===== src/shared/smb_pkg.sv =====
package smb_pkg;

   // ----------------------------------------
   // Widths and depths
   // ----------------------------------------
   localparam int ADDR_W     = 12;
   localparam int COL_W      = 9;
   localparam int BEAT_W     = 10;
   localparam int FIFO_DEPTH = 32;
   localparam int FIFO_W     = COL_W + 2;

   // ----------------------------------------
   // Base mode register fields
   // ----------------------------------------
   localparam int BL_LSB     = 0;
   localparam int BL_W       = 3;
   localparam int ORDER_BIT  = 3;
   localparam int LAT_LSB    = 4;
   localparam int LAT_W      = 3;
   localparam int OPM_LSB    = 7;
   localparam int OPM_W      = 2;
   localparam int WBM_BIT    = 9;
   localparam int RSV_LSB    = 10;
   localparam int RSV_W      = 2;

   // ----------------------------------------
   // Extended mode register fields
   // ----------------------------------------
   localparam int TEMP_LSB   = 3;
   localparam int TEMP_W     = 2;
   localparam int XRSV_LSB   = 5;
   localparam int XRSV_W     = 7;

   // ----------------------------------------
   // Codes
   // ----------------------------------------
   localparam logic [2:0] BL_CODE_1    = 3'h0;
   localparam logic [2:0] BL_CODE_2    = 3'h1;
   localparam logic [2:0] BL_CODE_4    = 3'h2;
   localparam logic [2:0] BL_CODE_8    = 3'h3;
   localparam logic [2:0] BL_CODE_PAGE = 3'h7;
   localparam logic [2:0] LAT_CODE_1   = 3'h1;
   localparam logic [2:0] LAT_CODE_2   = 3'h2;
   localparam logic [2:0] LAT_CODE_3   = 3'h3;
   localparam logic [1:0] LAT_ONE      = 2'h1;
   localparam logic [1:0] LAT_TWO      = 2'h2;
   localparam logic [1:0] LAT_THREE    = 2'h3;
   localparam logic [1:0] SEL_BASE     = 2'h0;
   localparam logic [1:0] SEL_EXT      = 2'h2;

   // ----------------------------------------
   // Beat counts and reset values
   // ----------------------------------------
   localparam logic [9:0]  BEATS_1    = 10'h001;
   localparam logic [9:0]  BEATS_2    = 10'h002;
   localparam logic [9:0]  BEATS_4    = 10'h004;
   localparam logic [9:0]  BEATS_8    = 10'h008;
   localparam logic [9:0]  PAGE_X16   = 10'h200;
   localparam logic [9:0]  PAGE_X32   = 10'h100;
   localparam logic [11:0] BASE_RESET = 12'h020;
   localparam logic [11:0] EXT_RESET  = 12'h000;

   typedef enum logic {
      SEQ_IDLE = 1'b0,
      SEQ_RUN  = 1'b1
   } smb_seq_t;

endpackage


===== src/rtl/smb_sequencer.sv =====
`timescale 1ns/10ps

// ----------------------------------------
// Column FIFO with registered output stage
// ----------------------------------------
module smb_fifo #(
   parameter int WIDTH = 11,
   parameter int DEPTH = 32
) (
   // Clock and reset
   input  wire logic             clk_in,
   input  wire logic             nrst_in,
   input  wire logic             ce_in,
   // Fill side
   input  wire logic             in_valid_in,
   output logic                  in_ready_out,
   input  wire logic [WIDTH-1:0] in_data_in,
   // Drain side
   output logic                  out_valid_out,
   input  wire logic             out_ready_in,
   output logic      [WIDTH-1:0] out_data_out
);
   localparam int AW = $clog2(DEPTH);

   logic [WIDTH-1:0] mem [DEPTH];
   logic [AW-1:0]    wr_ptr;
   logic [AW-1:0]    rd_ptr;
   logic [AW:0]      count;
   logic             push;
   logic             pop;

   always_comb begin
      in_ready_out = (count != (AW + 1)'(DEPTH));
      push         = ce_in && in_valid_in && in_ready_out;
      pop          = ce_in && (count != '0) && (!out_valid_out || out_ready_in);
   end

   always_ff @(posedge clk_in) begin
      if (push) begin
         mem[wr_ptr] <= in_data_in;
      end
   end

   always_ff @(posedge clk_in or negedge nrst_in) begin
      if (!nrst_in) begin
         wr_ptr <= '0;
         rd_ptr <= '0;
         count  <= '0;
      end else begin
         if (push) begin
            wr_ptr <= AW'(wr_ptr + 1'b1);
         end
         if (pop) begin
            rd_ptr <= AW'(rd_ptr + 1'b1);
         end
         if (push && !pop) begin
            count <= (AW + 1)'(count + 1'b1);
         end else if (pop && !push) begin
            count <= (AW + 1)'(count - 1'b1);
         end
      end
   end

   always_ff @(posedge clk_in or negedge nrst_in) begin
      if (!nrst_in) begin
         out_valid_out <= 1'b0;
         out_data_out  <= '0;
      end else if (ce_in) begin
         if (pop) begin
            out_valid_out <= 1'b1;
            out_data_out  <= mem[rd_ptr];
         end else if (out_ready_in) begin
            out_valid_out <= 1'b0;
         end
      end
   end

   fifo_full_a: assert property (@(posedge clk_in) disable iff (!nrst_in)
      (count == (AW + 1)'(DEPTH)) |-> !in_ready_out)
      else $error("fifo accepts data while full");
endmodule

module smb_sequencer (
   // Clock and reset
   input  wire logic                          clk_in,
   input  wire logic                          nrst_in,
   input  wire logic                          ce_in,
   // Commands
   input  wire logic                          mode_load_in,
   input  wire logic                          read_cmd_in,
   input  wire logic                          write_cmd_in,
   input  wire logic [1:0]                    bank_sel_in,
   input  wire logic [smb_pkg::ADDR_W-1:0]    addr_in,
   input  wire logic                          wide_part_in,
   // Column stream
   output logic      [smb_pkg::COL_W-1:0]     col_out,
   output logic                               col_write_out,
   output logic                               col_last_out,
   output logic                               col_valid_out,
   input  wire logic                          col_ready_in,
   // Read data timing
   output logic                               dq_oe_n_out,
   output logic                               rd_data_valid_out,
   // Status
   output logic                               burst_busy_out,
   output logic      [smb_pkg::TEMP_W-1:0]    temp_range_out,
   output logic                               mode_reserved_out,
   output logic                               ext_reserved_out
);
   import smb_pkg::*;

   // ----------------------------------------
   // Decoding helpers
   // ----------------------------------------
   function automatic logic [BEAT_W-1:0] burst_beats(input logic [2:0] code,
                                                     input logic       wide);
      unique case (code)
         BL_CODE_1:    return BEATS_1;
         BL_CODE_2:    return BEATS_2;
         BL_CODE_4:    return BEATS_4;
         BL_CODE_8:    return BEATS_8;
         BL_CODE_PAGE: return wide ? PAGE_X32 : PAGE_X16;
         // Reserved lengths fall back to a single beat
         default:      return BEATS_1;
      endcase
   endfunction

   function automatic logic [1:0] lat_clocks(input logic [2:0] code);
      unique case (code)
         LAT_CODE_1: return LAT_ONE;
         LAT_CODE_2: return LAT_TWO;
         LAT_CODE_3: return LAT_THREE;
         // Reserved latencies run as the slowest legal one
         default:    return LAT_THREE;
      endcase
   endfunction

   function automatic logic [COL_W-1:0] beat_col(input logic [COL_W-1:0]  start,
                                                 input logic [BEAT_W-1:0] k,
                                                 input logic [BEAT_W-1:0] beats,
                                                 input logic              ilv);
      logic [COL_W-1:0] mask;
      logic [COL_W-1:0] offs;
      mask = COL_W'(beats - BEATS_1);
      offs = ilv ? (start ^ k[COL_W-1:0]) : COL_W'(start + k[COL_W-1:0]);
      return (start & ~mask) | (offs & mask);
   endfunction

   // ----------------------------------------
   // Mode registers
   // ----------------------------------------
   logic [ADDR_W-1:0] base_mode_config;
   logic [ADDR_W-1:0] extended_mode_config;
   logic              take_load;
   logic              take_read;
   logic              take_write;
   logic [BEAT_W-1:0] cur_beats;
   logic              ilv_now;
   logic [1:0]        lat_now;
   logic              write_burst_mode_bit;
   logic [COL_W-1:0]  cmd_col;

   always_comb begin
      take_load  = ce_in && mode_load_in;
      take_read  = ce_in && !mode_load_in && read_cmd_in;
      take_write = ce_in && !mode_load_in && !read_cmd_in && write_cmd_in;
      cur_beats  = burst_beats(base_mode_config[BL_LSB +: BL_W], wide_part_in);
      // Full page forces sequential; single beat has no order at all
      ilv_now = base_mode_config[ORDER_BIT] && (cur_beats <= BEATS_8);
      lat_now = lat_clocks(base_mode_config[LAT_LSB +: LAT_W]);
      write_burst_mode_bit = base_mode_config[WBM_BIT];
      cmd_col = wide_part_in ? {1'b0, addr_in[COL_W-2:0]} : addr_in[COL_W-1:0];
   end

   always_ff @(posedge clk_in or negedge nrst_in) begin
      if (!nrst_in) begin
         base_mode_config <= BASE_RESET;
      end else if (take_load && bank_sel_in == SEL_BASE) begin
         base_mode_config <= addr_in;
      end
   end

   // Holds its value across every other command
   always_ff @(posedge clk_in or negedge nrst_in) begin
      if (!nrst_in) begin
         extended_mode_config <= EXT_RESET;
      end else if (take_load && bank_sel_in == SEL_EXT) begin
         extended_mode_config <= addr_in;
      end
   end

   always_ff @(posedge clk_in or negedge nrst_in) begin
      if (!nrst_in) begin
         temp_range_out    <= '0;
         mode_reserved_out <= 1'b0;
         ext_reserved_out  <= 1'b0;
      end else if (ce_in) begin
         temp_range_out    <= extended_mode_config[TEMP_LSB +: TEMP_W];
         mode_reserved_out <= (base_mode_config[OPM_LSB +: OPM_W] != '0)
                           || (base_mode_config[RSV_LSB +: RSV_W] != '0)
                           || (base_mode_config[LAT_LSB +: LAT_W] > LAT_CODE_3)
                           || (base_mode_config[LAT_LSB +: LAT_W] < LAT_CODE_1);
         ext_reserved_out  <= extended_mode_config[XRSV_LSB +: XRSV_W] != '0;
      end
   end

   // ----------------------------------------
   // Column sequencer
   // ----------------------------------------
   smb_seq_t          seq_state;
   logic [COL_W-1:0]  start_col;
   logic [BEAT_W-1:0] beat_idx;
   logic [BEAT_W-1:0] beats_q;
   logic              ilv_q;
   logic              is_write_q;
   logic              push_valid;
   logic              push_ready;
   logic              push_last;
   logic [COL_W-1:0]  push_col;

   always_comb begin
      push_valid = (seq_state == SEQ_RUN);
      push_last  = (beat_idx == BEAT_W'(beats_q - BEATS_1));
      push_col   = beat_col(start_col, beat_idx, beats_q, ilv_q);
   end

   // Mode is sampled at each command, so a reload affects only later bursts
   always_ff @(posedge clk_in or negedge nrst_in) begin
      if (!nrst_in) begin
         seq_state  <= SEQ_IDLE;
         start_col  <= '0;
         beat_idx   <= '0;
         beats_q    <= BEATS_1;
         ilv_q      <= 1'b0;
         is_write_q <= 1'b0;
      end else if (ce_in) begin
         if (take_read || take_write) begin
            seq_state  <= SEQ_RUN;
            start_col  <= cmd_col;
            beat_idx   <= '0;
            beats_q    <= (take_write && write_burst_mode_bit) ? BEATS_1 : cur_beats;
            ilv_q      <= ilv_now;
            is_write_q <= take_write;
         end else if (push_valid && push_ready) begin
            beat_idx <= BEAT_W'(beat_idx + BEATS_1);
            if (push_last) begin
               seq_state <= SEQ_IDLE;
            end
         end
      end
   end

   always_ff @(posedge clk_in or negedge nrst_in) begin
      if (!nrst_in) begin
         burst_busy_out <= 1'b0;
      end else if (ce_in) begin
         burst_busy_out <= (take_read || take_write)
                        || (push_valid && !(push_ready && push_last));
      end
   end

   // Back-pressure from the drain stalls the sequencer, not the data pins
   smb_fifo #(
      .WIDTH (FIFO_W),
      .DEPTH (FIFO_DEPTH)
   ) u_fifo (
      .clk_in        (clk_in),
      .nrst_in       (nrst_in),
      .ce_in         (ce_in),
      .in_valid_in   (push_valid),
      .in_ready_out  (push_ready),
      .in_data_in    ({is_write_q, push_last, push_col}),
      .out_valid_out (col_valid_out),
      .out_ready_in  (col_ready_in),
      .out_data_out  ({col_write_out, col_last_out, col_out})
   );

   // ----------------------------------------
   // Read latency and data window
   // ----------------------------------------
   logic [1:0]        lat_cnt;
   logic [BEAT_W-1:0] rd_left;
   logic [BEAT_W-1:0] rd_beats_q;

   always_ff @(posedge clk_in or negedge nrst_in) begin
      if (!nrst_in) begin
         lat_cnt           <= '0;
         rd_left           <= '0;
         rd_beats_q        <= BEATS_1;
         dq_oe_n_out       <= 1'b1;
         rd_data_valid_out <= 1'b0;
      end else if (ce_in) begin
         if (take_read) begin
            rd_beats_q        <= cur_beats;
            rd_data_valid_out <= 1'b0;
            if (lat_now == LAT_ONE) begin
               dq_oe_n_out <= 1'b0;
               rd_left     <= cur_beats;
               lat_cnt     <= '0;
            end else begin
               dq_oe_n_out <= 1'b1;
               rd_left     <= '0;
               lat_cnt     <= 2'(lat_now - LAT_ONE);
            end
         end else if (lat_cnt == LAT_ONE) begin
            dq_oe_n_out       <= 1'b0;
            rd_left           <= rd_beats_q;
            lat_cnt           <= '0;
            rd_data_valid_out <= 1'b0;
         end else if (lat_cnt != '0) begin
            lat_cnt           <= 2'(lat_cnt - LAT_ONE);
            rd_data_valid_out <= 1'b0;
         end else if (rd_left != '0) begin
            rd_data_valid_out <= 1'b1;
            rd_left           <= BEAT_W'(rd_left - BEATS_1);
         end else begin
            rd_data_valid_out <= 1'b0;
            dq_oe_n_out       <= 1'b1;
         end
      end
   end

   // ----------------------------------------
   // Checks
   // ----------------------------------------
   lat_one_a: assert property (@(posedge clk_in) disable iff (!nrst_in)
      (take_read && lat_now == LAT_ONE) |=> !dq_oe_n_out)
      else $error("latency one read not driving at first edge");

   lat_two_a: assert property (@(posedge clk_in) disable iff (!nrst_in)
      (take_read && lat_now == LAT_TWO ##1 ce_in && !read_cmd_in && !mode_load_in)
      |=> !dq_oe_n_out)
      else $error("latency two read not driving at edge n+1");

   lat_three_a: assert property (@(posedge clk_in) disable iff (!nrst_in)
      (take_read && lat_now == LAT_THREE) |=> dq_oe_n_out)
      else $error("latency three read drives too early");

   data_valid_a: assert property (@(posedge clk_in) disable iff (!nrst_in)
      ($fell(dq_oe_n_out) && ce_in && !take_read) |=> rd_data_valid_out)
      else $error("read data not valid one edge after drive start");

   ext_load_a: assert property (@(posedge clk_in) disable iff (!nrst_in)
      (take_load && bank_sel_in == SEL_EXT ##1 ce_in)
      |=> temp_range_out == $past(addr_in[TEMP_LSB +: TEMP_W], 2))
      else $error("extended register load not seen on temperature range");

   base_hold_a: assert property (@(posedge clk_in) disable iff (!nrst_in)
      (take_load && bank_sel_in != SEL_BASE)
      |=> base_mode_config == $past(base_mode_config))
      else $error("base register changed on foreign bank select");

   block_wrap_a: assert property (@(posedge clk_in) disable iff (!nrst_in)
      push_valid |-> ((push_col & ~COL_W'(beats_q - BEATS_1))
                   == (start_col & ~COL_W'(beats_q - BEATS_1))))
      else $error("burst column left its aligned block");

   order_a: assert property (@(posedge clk_in) disable iff (!nrst_in)
      (push_valid && ilv_q && beats_q == BEATS_8)
      |-> push_col[2:0] == (start_col[2:0] ^ beat_idx[2:0]))
      else $error("interleaved column order wrong");

   single_wr_a: assert property (@(posedge clk_in) disable iff (!nrst_in)
      (take_write && write_burst_mode_bit) |=> (beats_q == BEATS_1 && push_valid))
      else $error("write burst mode did not force a single beat");

   page_seq_a: assert property (@(posedge clk_in) disable iff (!nrst_in)
      (push_valid && beats_q > BEATS_8) |-> !ilv_q)
      else $error("full page burst not sequential");
endmodule


===== config.mk =====
export PLATFORM = sky130hd
export DESIGN_NAME = smb_sequencer
export DESIGN_NICKNAME = d
export VERILOG_FILES = /design/src/shared/smb_pkg.sv /design/src/rtl/smb_sequencer.sv
export SDC_FILE = /design/constraint.sdc
export NUM_CORES = 1
export LEC_CHECK = 0
export BUFFER_PORTS_ARGS = -buffer_cell sky130_fd_sc_hd__buf_2
export CAP_MARGIN = 20
export CORE_MARGIN = 2
export CORE_UTILIZATION = 45
export CTS_CLUSTER_SIZE = 10
export DETAILED_ROUTE_END_ITERATION = 12
export PLACE_DENSITY_LB_ADDON = 0.05
export SYNTH_ARGS = -nofsm -noshare
export SYNTH_HDL_FRONTEND = slang
export SYNTH_SLANG_ARGS = --single-unit

===== constraint.sdc =====
create_clock -name clk_in -period 4 [get_ports clk_in]
set_clock_uncertainty 0.15 [all_clocks]
set_input_delay 0.6 -clock clk_in [delete_from_list [all_inputs] [get_ports clk_in]]
set_output_delay 0.6 -clock clk_in [all_outputs]
set_load 0.02 [all_outputs]

==> out/metrics.cfg, run 1 <==
[outcome]
status = completed

[final_layout]
layout_commonest_cell = edfxtp_1
mostFrequentLayoutCells = edfxtp_1, nand2_1, dfrtp_1
multiInputGateArea_sq_um = 5450
diodes = 0
n_fill_cell = 3541
instances_no_fill = 1879
syn_to_final_growth_pct = 14.5
drive_gt1_frac = 0.208
final_area_sq_um = 21600
seq_area_sq_um = 13100
final_nets = 1347

[power_and_ir_drop]
p_leak_nw = 7.79
irDropWorstVdd_uv = 358
cellPowerDensity_nw_per_um2 = 713

[timing]
relSlewSlack = 0.341
period_minus_slack_ns = 3.28
setup_tns_ns = 0
setup_violations = 0
finalHoldViolCount = 0
grt_setup_unrepaired = no
worst_pin_slew_ns = 0.964
drv_slew = 0
min_period_over_period = 0.820
max_freq_mhz = 305

[routing]
vias = 10400
drc = 0
dr.pass1.iters = 5
detail-route-antenna-nets = 0
wl_per_cell_microns = 23.6
viasPerCell = 5.56
drt-total-wl_mm = 44.3
first_iter_violations = 812

[setup_path]
start_kind = flop
path_class = flop to flop
arrival_ns = 3.58
crit_path_end_kind = flop
crit_chain = nor4_1 -> nand2_1 -> o21ai_0 -> a21oi_1 -> inv_1 -> ha_1 -> inv_1 -> ha_1 -> a21o_1 -> a21oi_1 -> nor2_1 -> nand4_1 -> o211ai_1 -> xor2_1
required_ns = 4.30
slowest_stage = nor4_1
critPathMaxStageDelay_ns = 0.46
reg2regPathDepth = 14
timing.critical_path.fanout_max = 7

[clocking]
cts_buffers = 52
clockBufferDepth = 3
cts_tree = yes
cts_root_buffer = clkbuf_16
path_clk_slew_ns = 0.06
cts.sinks = 454
cts_resized = 0
ctsHtreeMaxLevel = 2
worstSkewPairLatency_ns = 0.59

[floorplan]
ioPinCount = 41
rows = 75
dieArea_sq_um = 43600
start_util = 0.453
coreArea_sq_um = 41700
die_height_microns = 209
fp.dieW_microns = 209

[place]
place_hpwl_mm = 28.2
io_buffers = 40
dp_cells = 1780
place_congestion = 0.789
placed_area_sq_um = 20100

[grt]
antenna_found_initial = 1
track_usage = 0.208
gr-total-overflow = 0
grt_pass1_wl_mm = 67.4
grt_pass1_vias = 10600
grt_max_degree = 56

[logic_synthesis]
netlist_instances = 1190
synthesis.area_sq_um = 18900
synth_top_area_cell = edfxtp_1
ys_ff_latch = 454
synth.distinct_cells = 61
post_synth.cell_area_avg_sq_um = 15.9
synthArstFlopShare = 0.225
synth_top_area_frac = 0.560
synth_edf_count = 352
yosys_warnings = 0
synth_seq_area_share = 0.695
synth_flop_cell = edfxtp_1
synthTopCellsByArea = edfxtp_1, dfrtp_1, mux4_2
synthesis.nets = 1240

[hold_path]
holdPathStages = 3
worstHoldPathType = input pin to flop

[job]
drv_cap = 0

==> worst paths after layout <==
kind	startpoint	endpoint	slack, ns
worst max register to register	u_fifo.count[0]	u_fifo.count[5]	0.72
worst max-delay path	u_fifo.count[0]	u_fifo.count[5]	0.72
worst min-delay path	addr_in[2]	start_col[2]	0.07
worst min register to register	u_fifo.out_data_out[0]	u_fifo.out_data_out[0]	0.33
min in group asynchronous	nrst_in	u_fifo.count[3]	0.48
max in group asynchronous	nrst_in	base_mode_config[5]	2.40
==> state kept, by name, summed over array words and instances (netlist names), 2 cells and up <==
register / flops
u_fifo.rd_ptr: 5
u_fifo.mem: 352
extended_mode_config: 9
rd_beats_q: 6
u_fifo.count: 6
u_fifo.wr_ptr: 5
u_fifo.out_data_out: 11
beats_q: 6
temp_range_out: 2
lat_cnt: 2
base_mode_config: 12
beat_idx: 10
start_col: 9
rd_left: 10
==> through the flow <==
stage / util / power, W / hold slack, ns / worst slack (ns)
5_1_grt: 0.519 / 0.0163 / 0.0797 / 0.334
3_5_place_dp: 0.482 / 0.0113 / 0.323 / 0.550
2_1_floorplan: - / 0.00957 / 0.154 / 0.681
4_1_cts: 0.519 / 0.0156 / 0.0457 / 0.712
6_report: 0.519 / 0.0154 / 0.0747 / 0.720
3_3_place_gp: 0.482 / 0.0112 / 0.312 / 0.584
==> Yosys cell counts, types with 7 or more instances <==
| library cell | n |
|---|---|
| edfxtp_1 | 352 |
| nand2_1 | 99 |
| dfrtp_1 | 98 |
| nor2_1 | 85 |
| mux4_2 | 68 |
| mux2i_1 | 48 |
| o21ai_0 | 38 |
| a21oi_1 | 36 |
| inv_1 | 30 |
| clkbuf_1 | 26 |
| ha_1 | 26 |
| mux2_2 | 25 |
| buf_2 | 19 |
| xnor2_1 | 19 |
| xor2_1 | 19 |
| a22oi_1 | 17 |
| o22ai_1 | 15 |
| a2111oi_0 | 12 |
| a31oi_1 | 12 |
| nand2b_1 | 11 |
| nand4_1 | 8 |
| nor2b_1 | 8 |
| nor3_1 | 8 |
| nand3_1 | 7 |
| nor4_1 | 7 |
| o21a_1 | 7 |
==> layout make-up <==
cell class	instances	share of cell area
clock inverter	3	0.00116
timing repair buffer	105	0.0334
tap	539	0.0312
clock buffer	94	0.0694
multi-input combinational	654	0.252
inverter	30	0.00521
sequential	454	0.608
==> critical path: cells and delay by family (launching register included) <==
family | cells | cell delay, ns
flip-flops | 1 | 0.41
AO/OA/AOI/OAI | 5 | 0.86
buffers and inverters | 2 | 0.27
adder cells (fa/ha/maj) | 2 | 0.59
AND/OR/NAND/NOR | 4 | 0.72
XOR/XNOR | 1 | 0.15
==> per-layer routing <==
metal / up-vias / routed length [microns] / GRT usage
met2: 227 / 21700 / 0.344
li1: 4813 / - / -
met1: 5346 / 19700 / 0.291
met3: 53 / 2190 / 0.0388
met5: - / 0 / 0
met4: 0 / 687 / 0.0453
==> what timing repair did <==
action | in CTS | in global routing
endpoints found under the hold margin | 46 | 0
buffers inserted | 0 | 0
setup endpoints to repair | 0 | 0
hold buffers | 1 | 0
==> cell families (layout without fill, tap and decap cells) <==
logic type | after synthesis | after routing | share of synthesized area
DFF | 454 | 454 | 0.695
and+or+nand+nor | 268 | 268 | 0.0662
AOI/OAI and AO/OA | 179 | 179 | 0.0619
muxes | 141 | 141 | 0.121
buffers and inverters | 82 | 232 | 0.0182
xor gates and xnor gates | 38 | 38 | 0.0176
adders and majority gates | 28 | 28 | 0.0194
==> where the power goes <==
group	leakage [nW]	switching [W]	internal, W
logic	2.61	0.00267	0.00185
registers	4.46	0.000574	0.00602
clock network	0.722	0.00180	0.00251
(Power assumes the default switching activity.)
==> run 2, diff against run 1 <==
clock period = 2.85 ns   (was 4 ns; I/O delays follow)
==> run 2 against run 1 <==
Register-to-register slack lost 0.58 ns. Final cell count grew 4.1%. First-iteration DRC count shrank 5.3%. Sequential share of layout area shrank 2.2 points. Critical path type unchanged.
==> out/metrics.cfg, run 2 (synthesized netlist as in run 1, its figures left out) <==
[power_and_ir_drop]
p_leak_nw = 8.20  ; +5.2%
swShare = 0.324  ; -0.00323
p_seq_frac = 0.402  ; -0.025
irDropWorstVdd_uv = 557  ; +55%
internal_power_w = 0.0152  ; +46%
power_w = 0.0224  ; +45%
cellPowerDensity_nw_per_um2 = 999  ; +40%
switchingPower_w = 0.00726  ; +44%
power_frac_clock = 0.265  ; -0.015
pwr-share-comb = 0.333  ; +0.040

[timing]
setup_violations = 0  ; unchanged
period_minus_slack_ns = 2.71  ; -0.568 ns
max_freq_mhz = 369  ; +21%
holdWs_ns = 0.0480  ; -0.0267 ns
drv_slew = 0  ; unchanged
relSlewSlack = 0.291  ; -0.0495
finalHoldViolCount = 0  ; unchanged
grt_setup_unrepaired = yes
worst_pin_slew_ns = 1.06  ; +0.0953 ns
min_period_over_period = 0.952  ; +0.132

[grt]
grt_max_degree = 71  ; +27%
gr-total-overflow = 0  ; unchanged
grt_pass1_wl_mm = 67.2  ; -0.29%
grt_pass1_vias = 10900  ; +3.6%
antenna_found_initial = 0  ; -1
track_usage = 0.208  ; -0.000839

[clocking]
clockBufferDepth = 3  ; unchanged
cts_tree = yes
ctsHtreeMaxLevel = 2  ; unchanged
cts.sinks = 454  ; unchanged
path_clk_slew_ns = 0.06  ; about the same
cts_buffers = 52  ; unchanged
cts_root_buffer = clkbuf_16
worstSkewPairLatency_ns = 0.59  ; about the same

[place]
placed_area_sq_um = 20600  ; +2.7%
place_congestion = 0.806  ; +2.1%
place_hpwl_mm = 29.2  ; +3.6%
io_buffers = 40  ; unchanged

[setup_path]
crit_path_end_kind = flop
start_kind = flop
rrSetupSlack_ns = 0.14  ; -0.58 ns
critPathMaxStageDelay_ns = 0.43  ; -0.03 ns
crit_chain = nor4_4 -> nand2_1 -> o21ai_1 -> a21oi_1 -> inv_1 -> ha_2 -> inv_1 -> ha_1 -> a21o_1 -> a21oi_2 -> nor2_1 -> nand4_1 -> o211ai_1 -> xor2_1
critPathLaunch = u_fifo.count[1]
required_ns = 3.15  ; -1.15 ns
slowest_stage = dfrtp_1
cpLargestDelayFamily = compound AO/OA/AOI/OAI gates
timing.critical_path.fanout_max = 4  ; -3
critPathBufInv = 2  ; unchanged
path_class = flop to flop
endpoint = u_fifo.count[5]
arrival_ns = 3.01  ; -0.57 ns
reg2reg_from = u_fifo.count[1]
reg2reg_to = u_fifo.count[5]
worst_path_most_repeated_cell = inv_1
reg2regPathDepth = 14  ; unchanged
cp_num_cells = 14  ; unchanged

[outcome]
status = completed

[floorplan]
start_util = 0.453  ; unchanged
coreArea_sq_um = 41700  ; unchanged
ioPinCount = 41  ; unchanged
rows = 75  ; unchanged
dieArea_sq_um = 43600  ; unchanged
fp.dieW_microns = 209  ; unchanged
die_height_microns = 209  ; unchanged

[job]
drv_cap = 0  ; unchanged

[routing]
detail-route-antenna-nets = 0  ; unchanged
vias = 10700  ; +2.2%
drt-total-wl_mm = 44.3  ; about the same
dr.pass1.iters = 5  ; unchanged
viasPerCell = 5.46  ; -1.8%
first_iter_violations = 769  ; -5.3%
drc = 0  ; unchanged
wl_per_cell_microns = 22.6  ; -3.9%

[final_layout]
mostFrequentLayoutCells = edfxtp_1, buf_4, nand2_1
syn_to_final_growth_pct = 18.9
final_area_sq_um = 22400  ; +3.8%
diodes = 0  ; unchanged
layout_commonest_cell = edfxtp_1
largestRegisters = u_fifo.mem x352, base_mode_config x12, u_fifo.out_data_out x11
final_util = 0.539  ; +0.0198
drive_gt1_frac = 0.246  ; +0.0381
largest_reg_flops = 352  ; unchanged
top_register = u_fifo.mem
final_nets = 1425  ; +5.8%

[hold_path]
worstHoldPathType = input pin to flop
min_from = col_ready_in

run 2: power groups by stage:
| stage | combinational (W) | sequential, W | clock (W) |
|---|---|---|---|
| 2_1_floorplan | 0.00443 | 0.00902 | 0 |
| 3_3_place_gp | 0.00742 | 0.00911 | 0 |
| 3_5_place_dp | 0.00749 | 0.00913 | 0 |
| 4_1_cts | 0.00756 | 0.00901 | 0.00611 |
| 5_1_grt | 0.00813 | 0.00910 | 0.00637 |
| 6_report | 0.00746 | 0.00901 | 0.00595 |
run 2: worst min path at each step:
stage,end,slack (ns),depth (start not counted)
final,u_fifo.out_valid_out,0.05,4
after global routing,u_fifo.out_valid_out,0.06,4
after CTS,u_fifo.out_valid_out,0.02,4
after detailed placement,u_fifo.count[3],0.29,1
after global placement,u_fifo.count[3],0.29,1
after floorplan,base_mode_config[0],-0.02,0
run 2: cell type report:
class,count,area (sq um)
fill,3480,19200
sequential,454,13100
multi-input combinational,655,5520
timing repair buffer,182,1500
clock buffer,92,1460
tap,539,674
inverter,30,113
clock inverter,4,36.3
run 2: metal layers:
metal / global-route usage / wire length (microns) / vias up
met3: 0.0359 / 1910 / 57
met2: 0.360 / 22300 / 219
met5: 0 / 0 / -
met4: 0.0520 / 929 / 0
li1: - / - / 4965
met1: 0.273 / 19200 / 5429
run 2: timing repair:
action                                  in CTS  in global routing
pin swaps                                    0                  1
gates resized for setup                      1                  5
hold buffers                                15                  0
buffers inserted                             3                  1
gates cloned                                 1                  0
hold endpoints to repair                    63                  0
endpoints found under the setup margin      32                 44
run 2: metrics by stage:
stage,worst slack [ns],std cells,setup TNS (ns)
2_1_floorplan,-0.137,1190,-0.137
3_3_place_gp,-0.208,1824,-6.59
3_5_place_dp,-0.247,1830,-7.82
4_1_cts,0.0396,1945,0
5_1_grt,-0.0427,1956,-0.575
6_report,0.138,1956,0
run 2: worst register-to-register path: stages, from the launching register on:
cell and delay (ns):
dfrtp_1 0.43, nor4_4 0.30, nand2_1 0.09, o21ai_1 0.16
a21oi_1 0.08, inv_1 0.08, ha_2 0.17, inv_1 0.08
ha_1 0.28, a21o_1 0.19, a21oi_2 0.16, nor2_1 0.08
nand4_1 0.09, o211ai_1 0.10, xor2_1 0.15
